### config.mk
export PLATFORM = sky130hd
export DESIGN_NAME = fcdma_top
export DESIGN_NICKNAME = d
export VERILOG_FILES = /design/src/verilog/fcdma_pkg.sv /design/src/verilog/fcdma_sync.sv /design/src/verilog/fcdma_top.sv
export SDC_FILE = /design/constraint.sdc
export NUM_CORES = 1
export LEC_CHECK = 0
export BUFFER_PORTS_ARGS = -buffer_cell sky130_fd_sc_hd__buf_2
export CORE_MARGIN = 4
export CORE_UTILIZATION = 50
export DETAILED_ROUTE_END_ITERATION = 7
export PLACE_DENSITY = 0.66
export SYNTH_ARGS = -nofsm -noshare
export SYNTH_HDL_FRONTEND = slang
export SYNTH_SLANG_ARGS = --single-unit
### constraint.sdc
create_clock -name ref_clk_i -period 5.45 [get_ports ref_clk_i]
set_input_delay 0.2725 -clock ref_clk_i [delete_from_list [all_inputs] [get_ports ref_clk_i]]
set_output_delay 0.2725 -clock ref_clk_i [all_outputs]
set_load 0.05 [all_outputs]
### src/verilog/fcdma_pkg.sv
// Shared constants and types of the four-channel DMA pin-level controller
package fcdma_pkg;

    localparam int NCH = 4;

    ////////////////////////////////////////////////////////////////////////////
    // Register selects on the low address lines while programming
    localparam logic [3:0] RS_CMD_STAT = 4'h8;
    localparam logic [3:0] RS_REQUEST = 4'h9;
    localparam logic [3:0] RS_MASK_ONE = 4'hA;
    localparam logic [3:0] RS_MODE = 4'hB;
    localparam logic [3:0] RS_CLR_PTR = 4'hC;
    localparam logic [3:0] RS_MCLR_TEMP = 4'hD;
    localparam logic [3:0] RS_CLR_MASK = 4'hE;
    localparam logic [3:0] RS_ALL_MASK = 4'hF;

    ////////////////////////////////////////////////////////////////////////////
    // Command register bit positions
    localparam int CMD_MEM2MEM = 0;
    localparam int CMD_DISABLE = 2;
    localparam int CMD_REQ_LOW = 6;
    localparam int CMD_ACK_HIGH = 7;

    // Mode word (stored from data bits 7:2): [1:0] type, [2] auto, [3] down, [5:4] service
    localparam int MODE_AUTO = 2;
    localparam int MODE_DEC = 3;
    localparam int MODE_SVC = 4;
    localparam logic [1:0] XFER_VERIFY = 2'h0;
    localparam logic [1:0] XFER_WRITE = 2'h1;
    localparam logic [1:0] XFER_READ = 2'h2;
    localparam logic [1:0] SVC_DEMAND = 2'h0;
    localparam logic [1:0] SVC_SINGLE = 2'h1;
    localparam logic [1:0] SVC_BLOCK = 2'h2;
    localparam logic [1:0] SVC_CASCADE = 2'h3;

    ////////////////////////////////////////////////////////////////////////////
    // Synchroniser bit positions and reset values
    localparam int SI_EOP = 4;
    localparam int SI_IOR = 5;
    localparam int SI_IOW = 6;
    localparam int SI_CS = 7;
    localparam int SI_HOLD = 8;
    localparam int SI_READY = 9;
    localparam logic [9:0] SYNC_RST = 10'h2F0;
    localparam logic [7:0] CMD_RST = 8'h00;
    localparam logic [3:0] MASK_RST = 4'hF;

    typedef enum logic [2:0] {
        ST_IDLE,
        ST_HOLD_WAIT,
        ST_W1,
        ST_W2,
        ST_W3,
        ST_WAIT,
        ST_W4
    } fcdma_state_t;

endpackage

### src/verilog/fcdma_sync.sv
// Three-stage input synchroniser with agreement filter
`timescale 1ns/1ps
module fcdma_sync #(
    parameter int WIDTH = 1,
    parameter logic [WIDTH-1:0] RST_VAL = '0
) (
    // Clock and reset
    input wire logic ref_clk_i,
    input wire logic rst_n_i,
    // Pin levels in, filtered levels out
    input wire logic [WIDTH-1:0] async_i,
    output logic [WIDTH-1:0] sync_o
);

    typedef struct packed {
        logic [WIDTH-1:0] s1;
        logic [WIDTH-1:0] s2;
        logic [WIDTH-1:0] s3;
        logic [WIDTH-1:0] out;
    } fcdma_sync_t;

    fcdma_sync_t r;
    fcdma_sync_t n;

    if (WIDTH < 1) begin : g_chk
        $error("fcdma_sync: WIDTH must be at least 1");
    end

    always_comb begin
        n = r;
        n.s1 = async_i;
        n.s2 = r.s1;
        n.s3 = r.s2;
        // A change is taken once the last two stages agree
        for (int i = 0; i < WIDTH; i++) begin
            if (r.s2[i] == r.s3[i]) begin
                n.out[i] = r.s3[i];
            end
        end
    end

    always_ff @(posedge ref_clk_i or negedge rst_n_i) begin
        if (!rst_n_i) begin
            r <= {RST_VAL, RST_VAL, RST_VAL, RST_VAL};
        end else begin
            r <= n;
        end
    end

    assign sync_o = r.out;

endmodule

### src/verilog/fcdma_top.sv
// Four-channel DMA controller with pin-level CPU programming and transfer sequencing
`timescale 1ns/1ps

// How it works
// - Everything runs and is paced from the single clock input.
// - Chip select low enables CPU register access; strobes toggle per access.
// - Reset clears command, status, request, temporary, byte pointer; sets masks; idle.
// - Ready low inserts wait states before the final working state.
// - No transfer starts until the CPU grants the hold.
// - Four asynchronous requests; channel 0 highest, channel 3 lowest priority.
// - Request active level programmable; active high after reset.
// - CPU reads get registers on data lines; CPU writes load control registers.
// - Upper address byte goes on data lines with an address strobe pulse.
// - Memory-to-memory keeps the source byte in the temporary register.
// - I/O read is a CPU input when idle, a driven strobe in transfers other than memory copy.
// - I/O write is a CPU input when idle, a driven strobe in transfers other than memory copy.
// - Count reaching zero pulses end-of-process low; peripherals may pull it.
// - End-of-process stops the channel, sets its count flag, clears its request.
// - Autoinit reloads current from base; otherwise the mask bit is set.
// - Memory copy ends on channel 1 count; external end only with active channel.
// - Low address lines select registers when idle, carry address bits when active.
// - Middle address lines drive bits 7..4 only during service.
// - Hold request rises for software or unmasked hardware requests.
// - At most one acknowledge, only while owning the bus; polarity programmable.
// - Address enable drives during transfers; chip select ignored then.
// - Memory read strobe for read and copy; memory write for write and copy.
// - One clock per state: idle, hold wait, four working states.
// - Idle samples requests each clock; programming needs chip select and no grant.
// - Byte pointer selects low or high byte; cleared by reset, clear, command.
// - A memory copy takes a read half and a write half of four states each.
module fcdma_top #(
    parameter int NCH = fcdma_pkg::NCH
) (
    // Clock and reset
    input wire logic ref_clk_i,
    input wire logic rst_n_i,
    // CPU bus handshake
    input wire logic cs_n_i,
    input wire logic ready_i,
    input wire logic hold_grant_i,
    output logic hold_request_o,
    output logic address_enable_o,
    output logic upper_address_strobe_o,
    // Peripheral handshake
    input wire logic [3:0] channel_request_i,
    output logic [3:0] channel_ack_o,
    input wire logic end_of_process_n_i,
    output logic end_of_process_n_o,
    output logic end_of_process_n_oe_o,
    // Strobes
    input wire logic io_read_n_i,
    output logic io_read_n_o,
    output logic io_read_n_oe_o,
    input wire logic io_write_n_i,
    output logic io_write_n_o,
    output logic io_write_n_oe_o,
    output logic mem_read_n_o,
    output logic mem_write_n_o,
    output logic mem_strobe_oe_o,
    // Address and data
    input wire logic [3:0] low_address_lines_i,
    output logic [3:0] low_address_lines_o,
    output logic low_address_lines_oe_o,
    output logic [3:0] middle_address_lines_o,
    output logic middle_address_lines_oe_o,
    input wire logic [7:0] data_lines_i,
    output logic [7:0] data_lines_o,
    output logic data_lines_oe_o
);

    typedef struct packed {
        fcdma_pkg::fcdma_state_t state;
        logic [1:0] ch;
        logic mm_half;
        logic eop_seen;
        logic ptr;
        logic rd_q;
        logic wr_q;
        logic [7:0] cmd;
        logic [7:0] status;
        logic [3:0] req;
        logic [3:0] mask;
        logic [7:0] temp;
        logic [3:0][5:0] mode;
        logic [3:0][15:0] base_addr;
        logic [3:0][15:0] base_cnt;
        logic [3:0][15:0] cur_addr;
        logic [3:0][15:0] cur_cnt;
        logic hold_request;
        logic [3:0] ack;
        logic address_enable;
        logic upper_address_strobe;
        logic eop_oe;
        logic io_read_n;
        logic io_write_n;
        logic io_oe;
        logic mem_read_n;
        logic mem_write_n;
        logic mem_oe;
        logic [3:0] lo_addr;
        logic [3:0] mid_addr;
        logic addr_oe;
        logic [7:0] db;
        logic db_oe;
    } fcdma_regs_t;

    fcdma_regs_t r;
    fcdma_regs_t n;
    logic [9:0] sync_q;
    logic [3:0] req_hw;
    logic [3:0] pend;
    logic ext_eop;
    logic prog;
    logic wr_rise;
    logic rd_rise;

    if (NCH != 4) begin : g_chk
        $error("fcdma_top: NCH must be 4");
    end

    ////////////////////////////////////////////////////////////////////////////
    // Helpers

    // Lowest numbered pending channel wins
    function automatic logic [1:0] pick(input logic [3:0] p);
        logic [1:0] c;
        c = 2'h3;
        for (int i = 3; i >= 0; i--) begin
            if (p[i]) begin
                c = 2'(i);
            end
        end
        return c;
    endfunction

    function automatic logic [15:0] step(input logic [15:0] a, input logic down);
        return down ? a - 16'h0001 : a + 16'h0001;
    endfunction

    function automatic logic [3:0] onehot(input logic [1:0] c);
        return 4'h1 << c;
    endfunction

    // Cleared control state, channel address and count registers kept
    function automatic fcdma_regs_t cleared(input fcdma_regs_t keep);
        fcdma_regs_t c;
        c = '0;
        c.state = fcdma_pkg::ST_IDLE;
        c.cmd = fcdma_pkg::CMD_RST;
        c.mask = fcdma_pkg::MASK_RST;
        c.ack = 4'hF;
        c.rd_q = 1'b1;
        c.wr_q = 1'b1;
        c.io_read_n = 1'b1;
        c.io_write_n = 1'b1;
        c.mem_read_n = 1'b1;
        c.mem_write_n = 1'b1;
        c.mode = keep.mode;
        c.base_addr = keep.base_addr;
        c.base_cnt = keep.base_cnt;
        c.cur_addr = keep.cur_addr;
        c.cur_cnt = keep.cur_cnt;
        return c;
    endfunction

    ////////////////////////////////////////////////////////////////////////////
    // Input synchronisers

    fcdma_sync #(
        .WIDTH(10),
        .RST_VAL(fcdma_pkg::SYNC_RST)
    ) u_sync (
        .ref_clk_i(ref_clk_i),
        .rst_n_i(rst_n_i),
        .async_i({ready_i, hold_grant_i, cs_n_i, io_write_n_i, io_read_n_i,
                  end_of_process_n_i, channel_request_i}),
        .sync_o(sync_q)
    );

    assign req_hw = sync_q[3:0] ^ {4{r.cmd[fcdma_pkg::CMD_REQ_LOW]}};
    // Our own end pulse is not taken back as an external one
    assign ext_eop = ~sync_q[fcdma_pkg::SI_EOP] & ~r.eop_oe;
    assign pend = (r.req | (req_hw & ~r.mask)) & {4{~r.cmd[fcdma_pkg::CMD_DISABLE]}};
    assign prog = ~sync_q[fcdma_pkg::SI_CS] & ~sync_q[fcdma_pkg::SI_HOLD];
    assign wr_rise = sync_q[fcdma_pkg::SI_IOW] & ~r.wr_q;
    assign rd_rise = sync_q[fcdma_pkg::SI_IOR] & ~r.rd_q;

    ////////////////////////////////////////////////////////////////////////////
    // Next state

    always_comb begin
        logic [3:0] ra;
        logic [7:0] d;
        logic [1:0] cw;
        logic [1:0] sel;
        logic [5:0] md;
        logic mm;
        logic tc;
        logic [15:0] cnt;
        logic [3:0] hit;
        ra = low_address_lines_i;
        d = data_lines_i;
        cw = ra[2:1];
        mm = r.cmd[fcdma_pkg::CMD_MEM2MEM] && (r.ch == 2'h0);
        sel = r.mm_half ? 2'h1 : r.ch;
        md = r.mode[r.ch];
        tc = 1'b0;
        cnt = r.cur_cnt[sel] - 16'h0001;
        hit = 4'h0;
        n = r;
        n.rd_q = sync_q[fcdma_pkg::SI_IOR];
        n.wr_q = sync_q[fcdma_pkg::SI_IOW];
        n.upper_address_strobe = 1'b0;
        n.eop_oe = 1'b0;
        n.status[7:4] = req_hw;
        if (ext_eop && r.state >= fcdma_pkg::ST_W1) begin
            n.eop_seen = 1'b1;
        end
        // Default: released bus, inactive acknowledge
        n.hold_request = 1'b0;
        n.ack = {4{~r.cmd[fcdma_pkg::CMD_ACK_HIGH]}};
        n.address_enable = 1'b0;
        n.addr_oe = 1'b0;
        n.io_oe = 1'b0;
        n.mem_oe = 1'b0;
        n.db_oe = 1'b0;
        n.io_read_n = 1'b1;
        n.io_write_n = 1'b1;
        n.mem_read_n = 1'b1;
        n.mem_write_n = 1'b1;
        n.state = fcdma_pkg::ST_IDLE;
        case (r.state)
            fcdma_pkg::ST_IDLE: begin
                if (prog) begin
                    if (wr_rise) begin
                        if (!ra[3]) begin
                            if (ra[0]) begin
                                n.base_cnt[cw][{r.ptr, 3'b000} +: 8] = d;
                                n.cur_cnt[cw][{r.ptr, 3'b000} +: 8] = d;
                            end else begin
                                n.base_addr[cw][{r.ptr, 3'b000} +: 8] = d;
                                n.cur_addr[cw][{r.ptr, 3'b000} +: 8] = d;
                            end
                            n.ptr = ~r.ptr;
                        end else begin
                            case (ra)
                                fcdma_pkg::RS_CMD_STAT: n.cmd = d;
                                fcdma_pkg::RS_REQUEST: n.req[d[1:0]] = d[2];
                                fcdma_pkg::RS_MASK_ONE: n.mask[d[1:0]] = d[2];
                                fcdma_pkg::RS_MODE: n.mode[d[1:0]] = d[7:2];
                                fcdma_pkg::RS_CLR_PTR: n.ptr = 1'b0;
                                fcdma_pkg::RS_MCLR_TEMP: n = cleared(r);
                                fcdma_pkg::RS_CLR_MASK: n.mask = 4'h0;
                                fcdma_pkg::RS_ALL_MASK: n.mask = d[3:0];
                                default: n.ptr = r.ptr;
                            endcase
                        end
                    end
                    if (rd_rise) begin
                        if (!ra[3]) begin
                            n.ptr = ~r.ptr;
                        end else if (ra == fcdma_pkg::RS_CMD_STAT) begin
                            n.status[3:0] = 4'h0;
                        end
                    end
                    if (!sync_q[fcdma_pkg::SI_IOR]) begin
                        n.db_oe = 1'b1;
                        if (!ra[3]) begin
                            n.db = ra[0] ? r.cur_cnt[cw][{r.ptr, 3'b000} +: 8]
                                         : r.cur_addr[cw][{r.ptr, 3'b000} +: 8];
                        end else if (ra == fcdma_pkg::RS_CMD_STAT) begin
                            n.db = r.status;
                        end else if (ra == fcdma_pkg::RS_MCLR_TEMP) begin
                            n.db = r.temp;
                        end else begin
                            n.db = 8'h00;
                        end
                    end
                end else if (|pend && !sync_q[fcdma_pkg::SI_HOLD]) begin
                    n.hold_request = 1'b1;
                    n.ch = pick(pend);
                    n.mm_half = 1'b0;
                    n.state = fcdma_pkg::ST_HOLD_WAIT;
                end
            end
            fcdma_pkg::ST_HOLD_WAIT: begin
                if (|pend) begin
                    n.hold_request = 1'b1;
                    n.ch = pick(pend);
                    n.state = sync_q[fcdma_pkg::SI_HOLD] ? fcdma_pkg::ST_W1 : fcdma_pkg::ST_HOLD_WAIT;
                end
            end
            default: begin
                if (sync_q[fcdma_pkg::SI_HOLD]) begin
                    n.hold_request = 1'b1;
                    if (md[fcdma_pkg::MODE_SVC +: 2] == fcdma_pkg::SVC_CASCADE && !mm) begin
                        n.ack = onehot(r.ch) ^ {4{~r.cmd[fcdma_pkg::CMD_ACK_HIGH]}};
                        n.state = req_hw[r.ch] ? fcdma_pkg::ST_W1 : fcdma_pkg::ST_IDLE;
                        n.hold_request = req_hw[r.ch];
                    end else begin
                        n.address_enable = 1'b1;
                        n.addr_oe = 1'b1;
                        n.lo_addr = r.cur_addr[sel][3:0];
                        n.mid_addr = r.cur_addr[sel][7:4];
                        n.mem_oe = 1'b1;
                        n.io_oe = ~mm;
                        if (!mm) begin
                            n.ack = onehot(r.ch) ^ {4{~r.cmd[fcdma_pkg::CMD_ACK_HIGH]}};
                        end
                        case (r.state)
                            fcdma_pkg::ST_W1: begin
                                n.eop_seen = ext_eop;
                                n.db = r.cur_addr[sel][15:8];
                                n.db_oe = 1'b1;
                                n.upper_address_strobe = 1'b1;
                                n.state = fcdma_pkg::ST_W2;
                            end
                            fcdma_pkg::ST_W2, fcdma_pkg::ST_W3, fcdma_pkg::ST_WAIT: begin
                                n.db = r.temp;
                                n.db_oe = mm && r.mm_half;
                                if (mm) begin
                                    n.mem_read_n = r.mm_half;
                                    n.mem_write_n = ~(r.mm_half && r.state != fcdma_pkg::ST_W2);
                                end else begin
                                    n.io_read_n = md[1:0] != fcdma_pkg::XFER_WRITE;
                                    n.mem_read_n = md[1:0] != fcdma_pkg::XFER_READ;
                                    if (r.state != fcdma_pkg::ST_W2) begin
                                        n.mem_write_n = md[1:0] != fcdma_pkg::XFER_WRITE;
                                        n.io_write_n = md[1:0] != fcdma_pkg::XFER_READ;
                                    end
                                end
                                if (r.state == fcdma_pkg::ST_W2) begin
                                    n.state = fcdma_pkg::ST_W3;
                                end else begin
                                    n.state = sync_q[fcdma_pkg::SI_READY] ? fcdma_pkg::ST_W4 : fcdma_pkg::ST_WAIT;
                                end
                            end
                            fcdma_pkg::ST_W4: begin
                                n.cur_addr[sel] = step(r.cur_addr[sel], r.mode[sel][fcdma_pkg::MODE_DEC]);
                                if (mm && !r.mm_half) begin
                                    n.temp = d;
                                    n.mm_half = 1'b1;
                                end else begin
                                    n.cur_cnt[sel] = cnt;
                                    tc = cnt == 16'h0000;
                                    n.mm_half = 1'b0;
                                end
                                n.eop_oe = tc;
                                n.state = fcdma_pkg::ST_W1;
                                if (tc || n.eop_seen) begin
                                    hit = mm ? 4'h3 : onehot(r.ch);
                                    for (int i = 0; i < 4; i++) begin
                                        if (hit[i]) begin
                                            n.status[i] = 1'b1;
                                            n.req[i] = 1'b0;
                                            if (r.mode[i][fcdma_pkg::MODE_AUTO]) begin
                                                n.cur_addr[i] = r.base_addr[i];
                                                n.cur_cnt[i] = r.base_cnt[i];
                                            end else begin
                                                n.mask[i] = 1'b1;
                                            end
                                        end
                                    end
                                    n.state = fcdma_pkg::ST_IDLE;
                                end else if (!mm && (md[fcdma_pkg::MODE_SVC +: 2] == fcdma_pkg::SVC_SINGLE ||
                                             (md[fcdma_pkg::MODE_SVC +: 2] == fcdma_pkg::SVC_DEMAND &&
                                              !req_hw[r.ch]))) begin
                                    n.state = fcdma_pkg::ST_IDLE;
                                end
                                if (n.state == fcdma_pkg::ST_IDLE) begin
                                    n.hold_request = 1'b0;
                                end
                            end
                            default: n.state = fcdma_pkg::ST_IDLE;
                        endcase
                    end
                end
            end
        endcase
    end

    ////////////////////////////////////////////////////////////////////////////
    // State register

    always_ff @(posedge ref_clk_i or negedge rst_n_i) begin
        if (!rst_n_i) begin
            r <= cleared('0);
        end else begin
            r <= n;
        end
    end

    assign hold_request_o = r.hold_request;
    assign address_enable_o = r.address_enable;
    assign upper_address_strobe_o = r.upper_address_strobe;
    assign channel_ack_o = r.ack;
    assign end_of_process_n_o = 1'b0;
    assign end_of_process_n_oe_o = r.eop_oe;
    assign io_read_n_o = r.io_read_n;
    assign io_read_n_oe_o = r.io_oe;
    assign io_write_n_o = r.io_write_n;
    assign io_write_n_oe_o = r.io_oe;
    assign mem_read_n_o = r.mem_read_n;
    assign mem_write_n_o = r.mem_write_n;
    assign mem_strobe_oe_o = r.mem_oe;
    assign low_address_lines_o = r.lo_addr;
    assign low_address_lines_oe_o = r.addr_oe;
    assign middle_address_lines_o = r.mid_addr;
    assign middle_address_lines_oe_o = r.addr_oe;
    assign data_lines_o = r.db;
    assign data_lines_oe_o = r.db_oe;

endmodule

; ---- Word-level counts from Yosys, hierarchy flattened
; Cells that the tools add are included.
[op_classes]
bitwise_logic = 24
magnitude_cmp = 8
shift = 5
div_mod_pow = 0
eq_ne = 51
mul = 0
reduce_logical = 62
muxes = 162
addsub = 4
[ops]
columns = operator, count
row1 = $bwmux W64, 6
row2 = $mux W16, 23
row3 = $mux W354, 1
row4 = $mux W64, 5
row5 = $mux W316, 1
row6 = $mux W128, 2
row7 = $mux W256, 1
row8 = $pmux W128 S2, 1
row9 = $mux W160, 1
row10 = $mux W129, 1
row11 = $bmux W16 S2, 4
row12 = $demux W16 S2, 2
row13 = $mux W31, 2
row14 = $pmux W31 S2, 1
row15 = $mux W20, 3
row16 = $mux W58, 1
row17 = $mux W8, 7
row18 = $reduce_and A11 Y1, 4
row19 = $mux W1, 40
row20 = $pmux W20 S2, 1
row21 = $reduce_and A10 Y1, 4
row22 = $mux W4, 9
row23 = $reduce_and A7 Y1, 5
row24 = $eq A4 B4 Y1 const B, 8
row25 = other kinds (68), 183
[totals]
n_memories = 0
mem_bits_ro = 0
latchBits = 0
register_bits = 394
input_bits = 24
elab_cells = 387
mem_bits_rw = 0
out_inout_bits = 35

; ---- Logic depth before layout (Yosys ltp)
; Gate-level depths: netlist (run 1).
[depth]
word_depth = 22
mapped_depth = 20
ltp_nobuf = 16

; ---- Modules after synthesis
; Synthesis (run 1) repeated with hierarchy kept, for this count alone.
[unflattened]
hier_cells = 2249
area_unflattened_um2 = 22155.0
[by_module_without_submodules]
columns = module, area_per_inst_um2, cells_each, instances
row1 = fcdma_top, 20941.3, 2189, 1
row2 = fcdma_sync, 1213.7, 60, 1

; ---- Worst setup path after synthesis (run 1)
; OpenSTA, ideal clock, no wires.
[synth_path]
kind = reg2reg
start = register r[349] (netlist bit)
end = register r[126] (netlist bit)
period_less_slack_ns = 4.243
setup_ns = 0.064
arrival_ns = 4.179
slack_ns = 1.207
stages_incl_launch_ff = 20
path_cell_list = dfrtp_1 buf_2 buf_2 buf_1 nor2_1 nand2_1 clkbuf_1 clkbuf_1 o221ai_1 fa_1 nor2b_1 o21ai_0 a21boi_0 o211ai_1 a21o_1 nand3_1 nand2_1 o311ai_0 mux2_2 a31o_2
[synth_via]
elab_chain_len = 16
word_cells_on_any_way = 43
classes_between = add/sub (3) / order compare (2) / eq/ne (2) / shift (1) / mux (26) / reduce/logical (9)
[synth_lines]
columns = element, line_no
row1 = "start, declared", fcdma_top.sv:107  ; fcdma_regs_t r;
row2 = "start signal, assigned", fcdma_top.sv:387  ; r <= cleared('0);
row3 = "start signal, assigned", fcdma_top.sv:389  ; r <= n;
row4 = $mux W2, fcdma_top.sv:205  ; sel = r.mm_half ? 2'h1 : r.ch;
row5 = $bmux W16 S2, fcdma_top.sv:208  ; cnt = r.cur_cnt[sel] - 16'h0001;
row6 = $mux W16 (not written as such), fcdma_top.sv:208
row7 = $sub A16 B1 Y16, fcdma_top.sv:208
row8 = $logic_not A16 Y1, fcdma_top.sv:345  ; tc = cnt == 16'h0000;
row9 = $mux W1, fcdma_top.sv:340  ; if (mm && !r.mm_half) begin
row10 = $mux W1, fcdma_top.sv:310  ; case (r.state)
row11 = $mux W1, fcdma_top.sv:296  ; if (md[fcdma_pkg::MODE_SVC +: 2] == fcdma_pkg::SVC_CASCADE && !mm) begin
row12 = $mux W1, fcdma_top.sv:294  ; if (sync_q[fcdma_pkg::SI_HOLD]) begin
row13 = $mux W1, fcdma_top.sv:232  ; case (r.state)
row14 = $logic_or A1 B1 Y1, fcdma_top.sv:350  ; if (tc || n.eop_seen) begin
row15 = $mux W128, fcdma_top.sv:350
row16 = $mux W129, fcdma_top.sv:310
row17 = $mux W128, fcdma_top.sv:296
row18 = $mux W160, fcdma_top.sv:294
row19 = $pmux W128 S2, fcdma_top.sv:232
; Parallel ways exist; a longest one is shown, timed or not. The select of a mux whose other input is x is not followed.
; A chain may end at the register's enable or synchronous reset.

; ---- Final worst setup path (run 1)
[layout_path]
start = register r[350] (netlist bit)
end = register r[37] (netlist bit)
; The elaborated chain is that of the path after synthesis.

==> summary.txt, run 1 <==
share of cells above drive strength 1: 19.4%
switching share of power: 47.6%
Die W: 219 µm
Comb power frac: 53.3%
clock sinks: 388
post-synthesis sequential area ratio: 43.6%
most area-consuming cells after synthesis: dfrtp_1, mux2_2, nand2_1, mux2i_1, o21ai_0
sequential cell area: 9750 µm²
main flop type after synthesis: dfrtp_1
part of the power in registers: 27.2%
Pwr Density: 673 nW/µm²
CP Launch Type: register
post-synthesis cell area: 22400 µm²
Clock Skew: 0.0220 ns
peak supply drop: 0.655 mV
1st-pass router iterations: 6
Tcrit/Tclk final: 91.3%
RSZ-0062 raised after global routing: no
Cell variety after synth: 89
Hold WS: 0.168 ns
syn nets: 2344
M1 GR Usage: 48.7%
Num CTS Buffers: 45
total power: 16.7 mW
DP HPWL: 57.5 mm
Syn Inst Count: 2303
register bit count reported by yosys: 388
core area: 44200 µm²
final net count: 2331
Clk pwr share: 19.6%
# port buffers: 57
Ys Warns: 0
first-pass GRT wire length: 124 mm
Final Hold Vio Count: 0
1st-iter DRT viols: 3111
PnR worst setup slack: 0.475 ns
WP data required: 5.88 ns
dpl ws: 0.618 ns
final routed DRC violation total: 0
# IOs: 59
headroom to the max-slew limit: 18.1%
Slew Limit Fails: 0
Clock Path Buffers: 3
mean routed wirelength per cell: 28.3 µm
Ant. Diodes: 0
DIE AREA: 48200 µm²
Congestion Overflow GR: 0
multi-input combinational cell area: 11700 µm²
Clock H-tree levels: 2
Finish-stage setup viols: 0
top-area cell type share of the netlist area: 39.6%
DR vias/cell: 6.74
Post-CTS Setup Bufs: 0
FMAX: 201 MHz
mean post-synth cell area: 9.71 µm²
initial antenna violation count: 1
Pleak: 11.5 nW
WS Path Type: reg -> reg
M3 GR Usage: 8.91%
Internal: 8.76 mW
TritonCTS clock tree: built
CP max stage delay: 0.82 ns
Routed Antenna Nets: 0
status: finished, final reports clean
Hold WC Path Type: in -> reg
Crit-path slowest cell: nor3b_2
Skew-Pair Late Insertion Delay: 0.60 ns
critical path arrival: 5.40 ns
Slew @ Worst Pin: 1.22 ns
Max-cap violations: 0
GPL Wtd Cong: 1.00
most instantiated cells after synthesis: nand2_1, dfrtp_1, o21ai_0, mux2_2, clkbuf_1
row count: 77
cell chain of the critical path: nor3b_2 -> a222oi_1 -> buf_4 -> ha_1 -> xor2_1 -> o211ai_1 -> a211o_1 -> nor4_1 -> a21oi_4 -> buf_12 -> mux2i_1 -> o221ai_1
Net Switching: 7.95 mW
grt met2 use: 49.3%
cell family with most CP delay: simple AND/OR/NAND/NOR gates
crit-path max FO: 21
Routed WL: 82.5 mm
largest net degree at the start of global routing: 122
number of global-route vias before repair: 18900
crit end category: register
fillers: 3871
Die Span Y: 219 µm
TNS Setup: 0 ns
CTS root buffer: clkbuf_16
Reg clk slew, reported paths: 0.06 ns
minimum clock period: 4.97 ns
via count: 19700
fraction of registers with async set/reset: 100%
Synth-to-Final Area Change: 11.1%
most crowded layer after global routing: met2
crit path buf inv count: 2
Global Route Usage Sum: 34.3%
most numerous cell in the Yosys netlist: nand2_1
Synth area leader: dfrtp_1
Post-synth EDFFs: 0
Initial Utilization: 50.6%
[power by group through the flow]
| stage | logic, mW | registers, mW | clock network (mW) |
|---|---|---|---|
| 4_1_cts | 8.66 | 4.48 | 3.30 |
| 3_5_place_dp | 8.61 | 4.52 | 0 |
| 5_1_grt | 9.56 | 4.59 | 3.42 |
| 2_1_floorplan | 6.00 | 4.16 | 0 |
| 6_report | 8.90 | 4.54 | 3.27 |
| 3_3_place_gp | 8.45 | 4.49 | 0 |
[stage by stage]
step	instances	instance area, µm²	utilization [%]
CTS	2919	24800	56.2
global route	2919	24800	56.2
global placement	2824	23200	52.4
floorplan	2303	22400	-
detailed placement	2824	23200	52.4
finish	2919	24800	56.2
[area by class of cell]
class,instances,share of cell area [%]
Tap cell,592,2.98
Inverter,27,0.408
Clock buffer,59,4.95
Sequential cell,388,39.2
Timing Repair Buffer,137,3.92
Multi-Input combinational cell,1691,47.1
Clock inverter,25,1.43
[state kept, by name, indices dropped and copies added, names as in the netlist, 4 cells and up]
name and cells:
channel_ack_o 4, r 318, u_sync.sync_o 10, u_sync.n 20, data_lines_o 8, u_sync.r 10
middle_address_lines_o 4, low_address_lines_o 4
[worst reg2reg max path, cell delays in order (launching register included)]
cell and delay, ns:
dfrtp_1 0.75, nor3b_2 0.82, a222oi_1 0.25, buf_4 0.21, ha_1 0.22, xor2_1 0.52
o211ai_1 0.17, a211o_1 0.34, nor4_1 0.58, a21oi_4 0.31, buf_12 0.28, mux2i_1 0.21
o221ai_1 0.15
[what timing repair did]
action / 4_1_cts / 5_1_grt
hold buffers: 11 / 0
endpoints found under the hold margin: 116 / 0
resized for setup: 0 / 0
[cells in the final DEF, fill, tap and decap left out, types with 15 or more instances in the layout]
| master | n |
|---|---|
| nand2_1 | 402 |
| dfrtp_1 | 354 |
| o21ai_0 | 212 |
| mux2_2 | 137 |
| mux2i_1 | 125 |
| nor2_1 | 117 |
| o221ai_1 | 87 |
| a21oi_1 | 70 |
| buf_4 | 65 |
| buf_2 | 56 |
| mux4_2 | 45 |
| clkbuf_16 | 45 |
| a22oi_1 | 35 |
| dfstp_2 | 34 |
| nand3_1 | 32 |
| o22ai_1 | 31 |
| inv_1 | 26 |
| nor3_1 | 24 |
| xnor2_1 | 23 |
| nor2b_1 | 21 |
| and2_1 | 20 |
| a22o_1 | 20 |
| nand2b_1 | 16 |
| o21ai_1 | 16 |
| ha_1 | 16 |
| and3_1 | 15 |
| nor4_1 | 15 |
| xor2_1 | 15 |
[kinds of logic (layout without fill, tap and decap cells)]
kind of cell | Yosys count | after routing | synth area share, %
xor+xnor | 38 | 38 | 1.49
simple gates | 715 | 715 | 14.1
compound gates | 603 | 603 | 17.9
flops | 388 | 388 | 43.6
other cells | 1 | 1 | 0.0168
mux | 307 | 307 | 17.0
buf+inv | 224 | 248 | 4.42
fa+ha+maj | 27 | 27 | 1.43
[worst paths after layout]
path / startpoint / end / slack [ns] / depth (start not counted)
max: r[350] / r[37] / 0.48 / 12
min: low_address_lines_i[3] / r[346] / 0.17 / 2
max reg2reg: r[350] / r[37] / 0.48 / 12
max in group asynchronous: rst_n_i / r[278] / 3.72 / 3
min reg2reg: u_sync.n[23] / u_sync.n[13] / 0.35 / 0
min in group asynchronous: rst_n_i / u_sync.r[12] / 0.39 / 2
[per-layer routing]
metal / share of wire, % / vias to the layer above
li1: - / 8396
met1: 40 / 9758
met2: 42 / 1288
met3: 12 / 240
met4: 5.3 / 2
met5: 0.0097 / -
No activity file was read; power rests on OpenSTA's default activity.
==> inputs of run 2 (changes only) <==
REMOVE_ABC_BUFFERS = 1   (was default)
==> run 2 against run 1 <==
  * Sequential power grew 1%
  * Die area is the same
  * Clock-buffer cell count grew 6
  * Largest power group unchanged
  * First-iteration DRC count shrank 9.8%
  * Design area is essentially flat
  * Critical path depth is the same
  * Core utilization is essentially flat
  * Largest cell class unchanged
  * Power grew 2.3%
==> summary.txt, run 2 (synthesized netlist as in run 1, its figures left out) <==
mean routed wirelength per cell: 28.6 µm (+1.0%)
Die W: 219 µm (unchanged)
final routed DRC violation total: 0 (unchanged)
Routed WL: 83.4 mm (+1.1%)
DR vias/cell: 6.71 (-0.53%)
Skew-Pair Late Insertion Delay: 0.60 ns (about the same)
initial antenna violation count: 3 (+2)
post-route non-filler standard cell count: 2921 (+0.069%)
Num CTS Buffers: 43 (-4.4%)
Initial Utilization: 50.6% (unchanged)
Global Route Usage Sum: 34.5% (+0.17 points)
peak supply drop: 0.544 mV (-17%)
Placed Area: 23200 µm² (+0.15%)
WS Path Type: reg -> reg
Slew Limit Fails: 0 (unchanged)
CTS root buffer: clkbuf_16
Final Hold Vio Count: 0 (unchanged)
Post-CTS Setup Bufs: 0 (unchanged)
Max-cap violations: 0 (unchanged)
Final Util: 56.1% (about the same)
core area: 44200 µm² (unchanged)
final net count: 2337 (+0.26%)
Tcrit/Tclk final: 94.7% (+3.4 points)
Hold WC Path Type: in -> reg
status: finished, final reports clean
DP Cell Count: 2831 (+0.25%)
Reg clk slew, reported paths: 0.07 ns (about the same)
DIE AREA: 48200 µm² (unchanged)
Routed Antenna Nets: 0 (unchanged)
crit end category: register
post-CTS sizing: 0 (unchanged)
Largest register FFs: 318 (unchanged)
via count: 19600 (-0.46%)
crit-path max FO: 16 (-24%)
minimum clock period: 5.16 ns (+0.186 ns)
commonest non-fill, non-tap cell in the layout: nand2_1
post-route design area: 24800 µm² (about the same)
Congestion Overflow GR: 0 (unchanged)
Finish-stage setup viols: 0 (unchanged)
Slew @ Worst Pin: 1.36 ns (+0.144 ns)
most frequent cells in the layout: nand2_1, dfrtp_1, o21ai_0
first-pass GRT wire length: 124 mm (about the same)
WP data required: 5.93 ns (+0.05 ns)
Die Span Y: 219 µm (unchanged)
critical path arrival: 5.64 ns (+0.24 ns)
number of global-route vias before repair: 18800 (-0.75%)
1st-iter DRT viols: 2807 (-9.8%)
clock sinks: 388 (unchanged)
r2r setup slk: 0.29 ns (-0.19 ns)
DP HPWL: 58.4 mm (+1.5%)
RSZ-0062 raised after global routing: no
# IOs: 59 (unchanged)
CP Launch Type: register
Clock H-tree levels: 2 (unchanged)
Pwr Density: 688 nW/µm² (+2.3%)
largest net degree at the start of global routing: 116 (-4.9%)
row count: 77 (unchanged)
Clock Skew: 0.0368 ns (+0.0148 ns)
Pleak: 11.5 nW (about the same)
TritonCTS clock tree: built
register with the most flip-flops: r
TNS Setup: 0 ns (unchanged)
Synth-to-Final Area Change: 11.0% (about the same)
fillers: 3806 (-1.7%)
Hold WS: 0.148 ns (-0.0207 ns)
share of cells above drive strength 1: 19.5% (+0.078 points)
1st-pass router iterations: 8 (+2)
Clock Path Buffers: 3 (unchanged)
headroom to the max-slew limit: 8.30% (-9.8 points)
GPL Wtd Cong: 0.994 (-0.79%)
# port buffers: 57 (unchanged)
FMAX: 194 MHz (-3.6%)
[run 2: cell types whose count changed in the layout (fill, tap and decap cells not counted), moves of 2 or more]
cell and delta:
clkbuf_8 +6, buf_12 -2, buf_4 +9, clkinvlp_4 -2, clkinv_4 -3, clkinv_2 -4
[run 2: routing by layer]
layer	up-vias	wire, µm	track usage [%]
met5	-	27	0
met4	4	4340	15.2
met3	243	8610	8.22
met2	1111	36600	52.2
met1	9819	33800	47.4
li1	8416	-	-
[run 2: path summary, 6_finish.rpt]
path / start / to / cells past startpoint
hold / removal: low_address_lines_i[3] / r[346] / 2
hold reg to reg: u_sync.n[28] / u_sync.n[18] / 0
min in group asynchronous: rst_n_i / u_sync.r[18] / 2
setup reg to reg: r[350] / hold_request_o / 12
setup / recovery: r[350] / hold_request_o / 12
max in group asynchronous: rst_n_i / r[249] / 3
[run 2: worst max-delay path: stages, from the launching register on]
cell	delay, ns
dfrtp_1	0.70
or2b_1	0.20
nand2_2	0.16
a221oi_1	0.62
ha_1	0.33
nand3_1	0.17
or3_1	0.40
o21ai_0	0.09
a21boi_0	0.16
o211a_1	0.47
a311oi_2	1.04
o31ai_1	0.36
a41oi_1	0.31
[run 2: what timing repair did]
item                       4_1_cts  5_1_grt
hold endpoints to repair       100        0
hold buffers                    11        0
setup endpoints to repair        0        8
[run 2: layout make-up]
class / instances / area [µm²] / share of cell area [%]
tap: 592 / 741 / 2.98
timing repair buffer: 144 / 1000 / 4.03
clock inverter: 12 / 228 / 0.917
antenna: 1 / 2.50 / 0.0101
sequential: 388 / 9750 / 39.3
clock buffer: 65 / 1290 / 5.20
inverter: 27 / 101 / 0.408
multi-input combinational: 1692 / 11700 / 47.2
[run 2: stage by stage]
stage	power (mW)	worst slack (ns)
after floorplan	9.86	-2.28
after global placement	13.4	0.407
after detailed placement	13.5	0.260
after CTS	16.7	0.231
after global routing	17.9	0.0105
final	17.1	0.289
[run 2: power breakdown]
group | internal [mW] | total [mW] | switching [mW]
Clock | 1.92 | 3.16 | 1.24
Sequential | 3.62 | 4.59 | 0.971
Combinational | 3.33 | 9.34 | 6.01
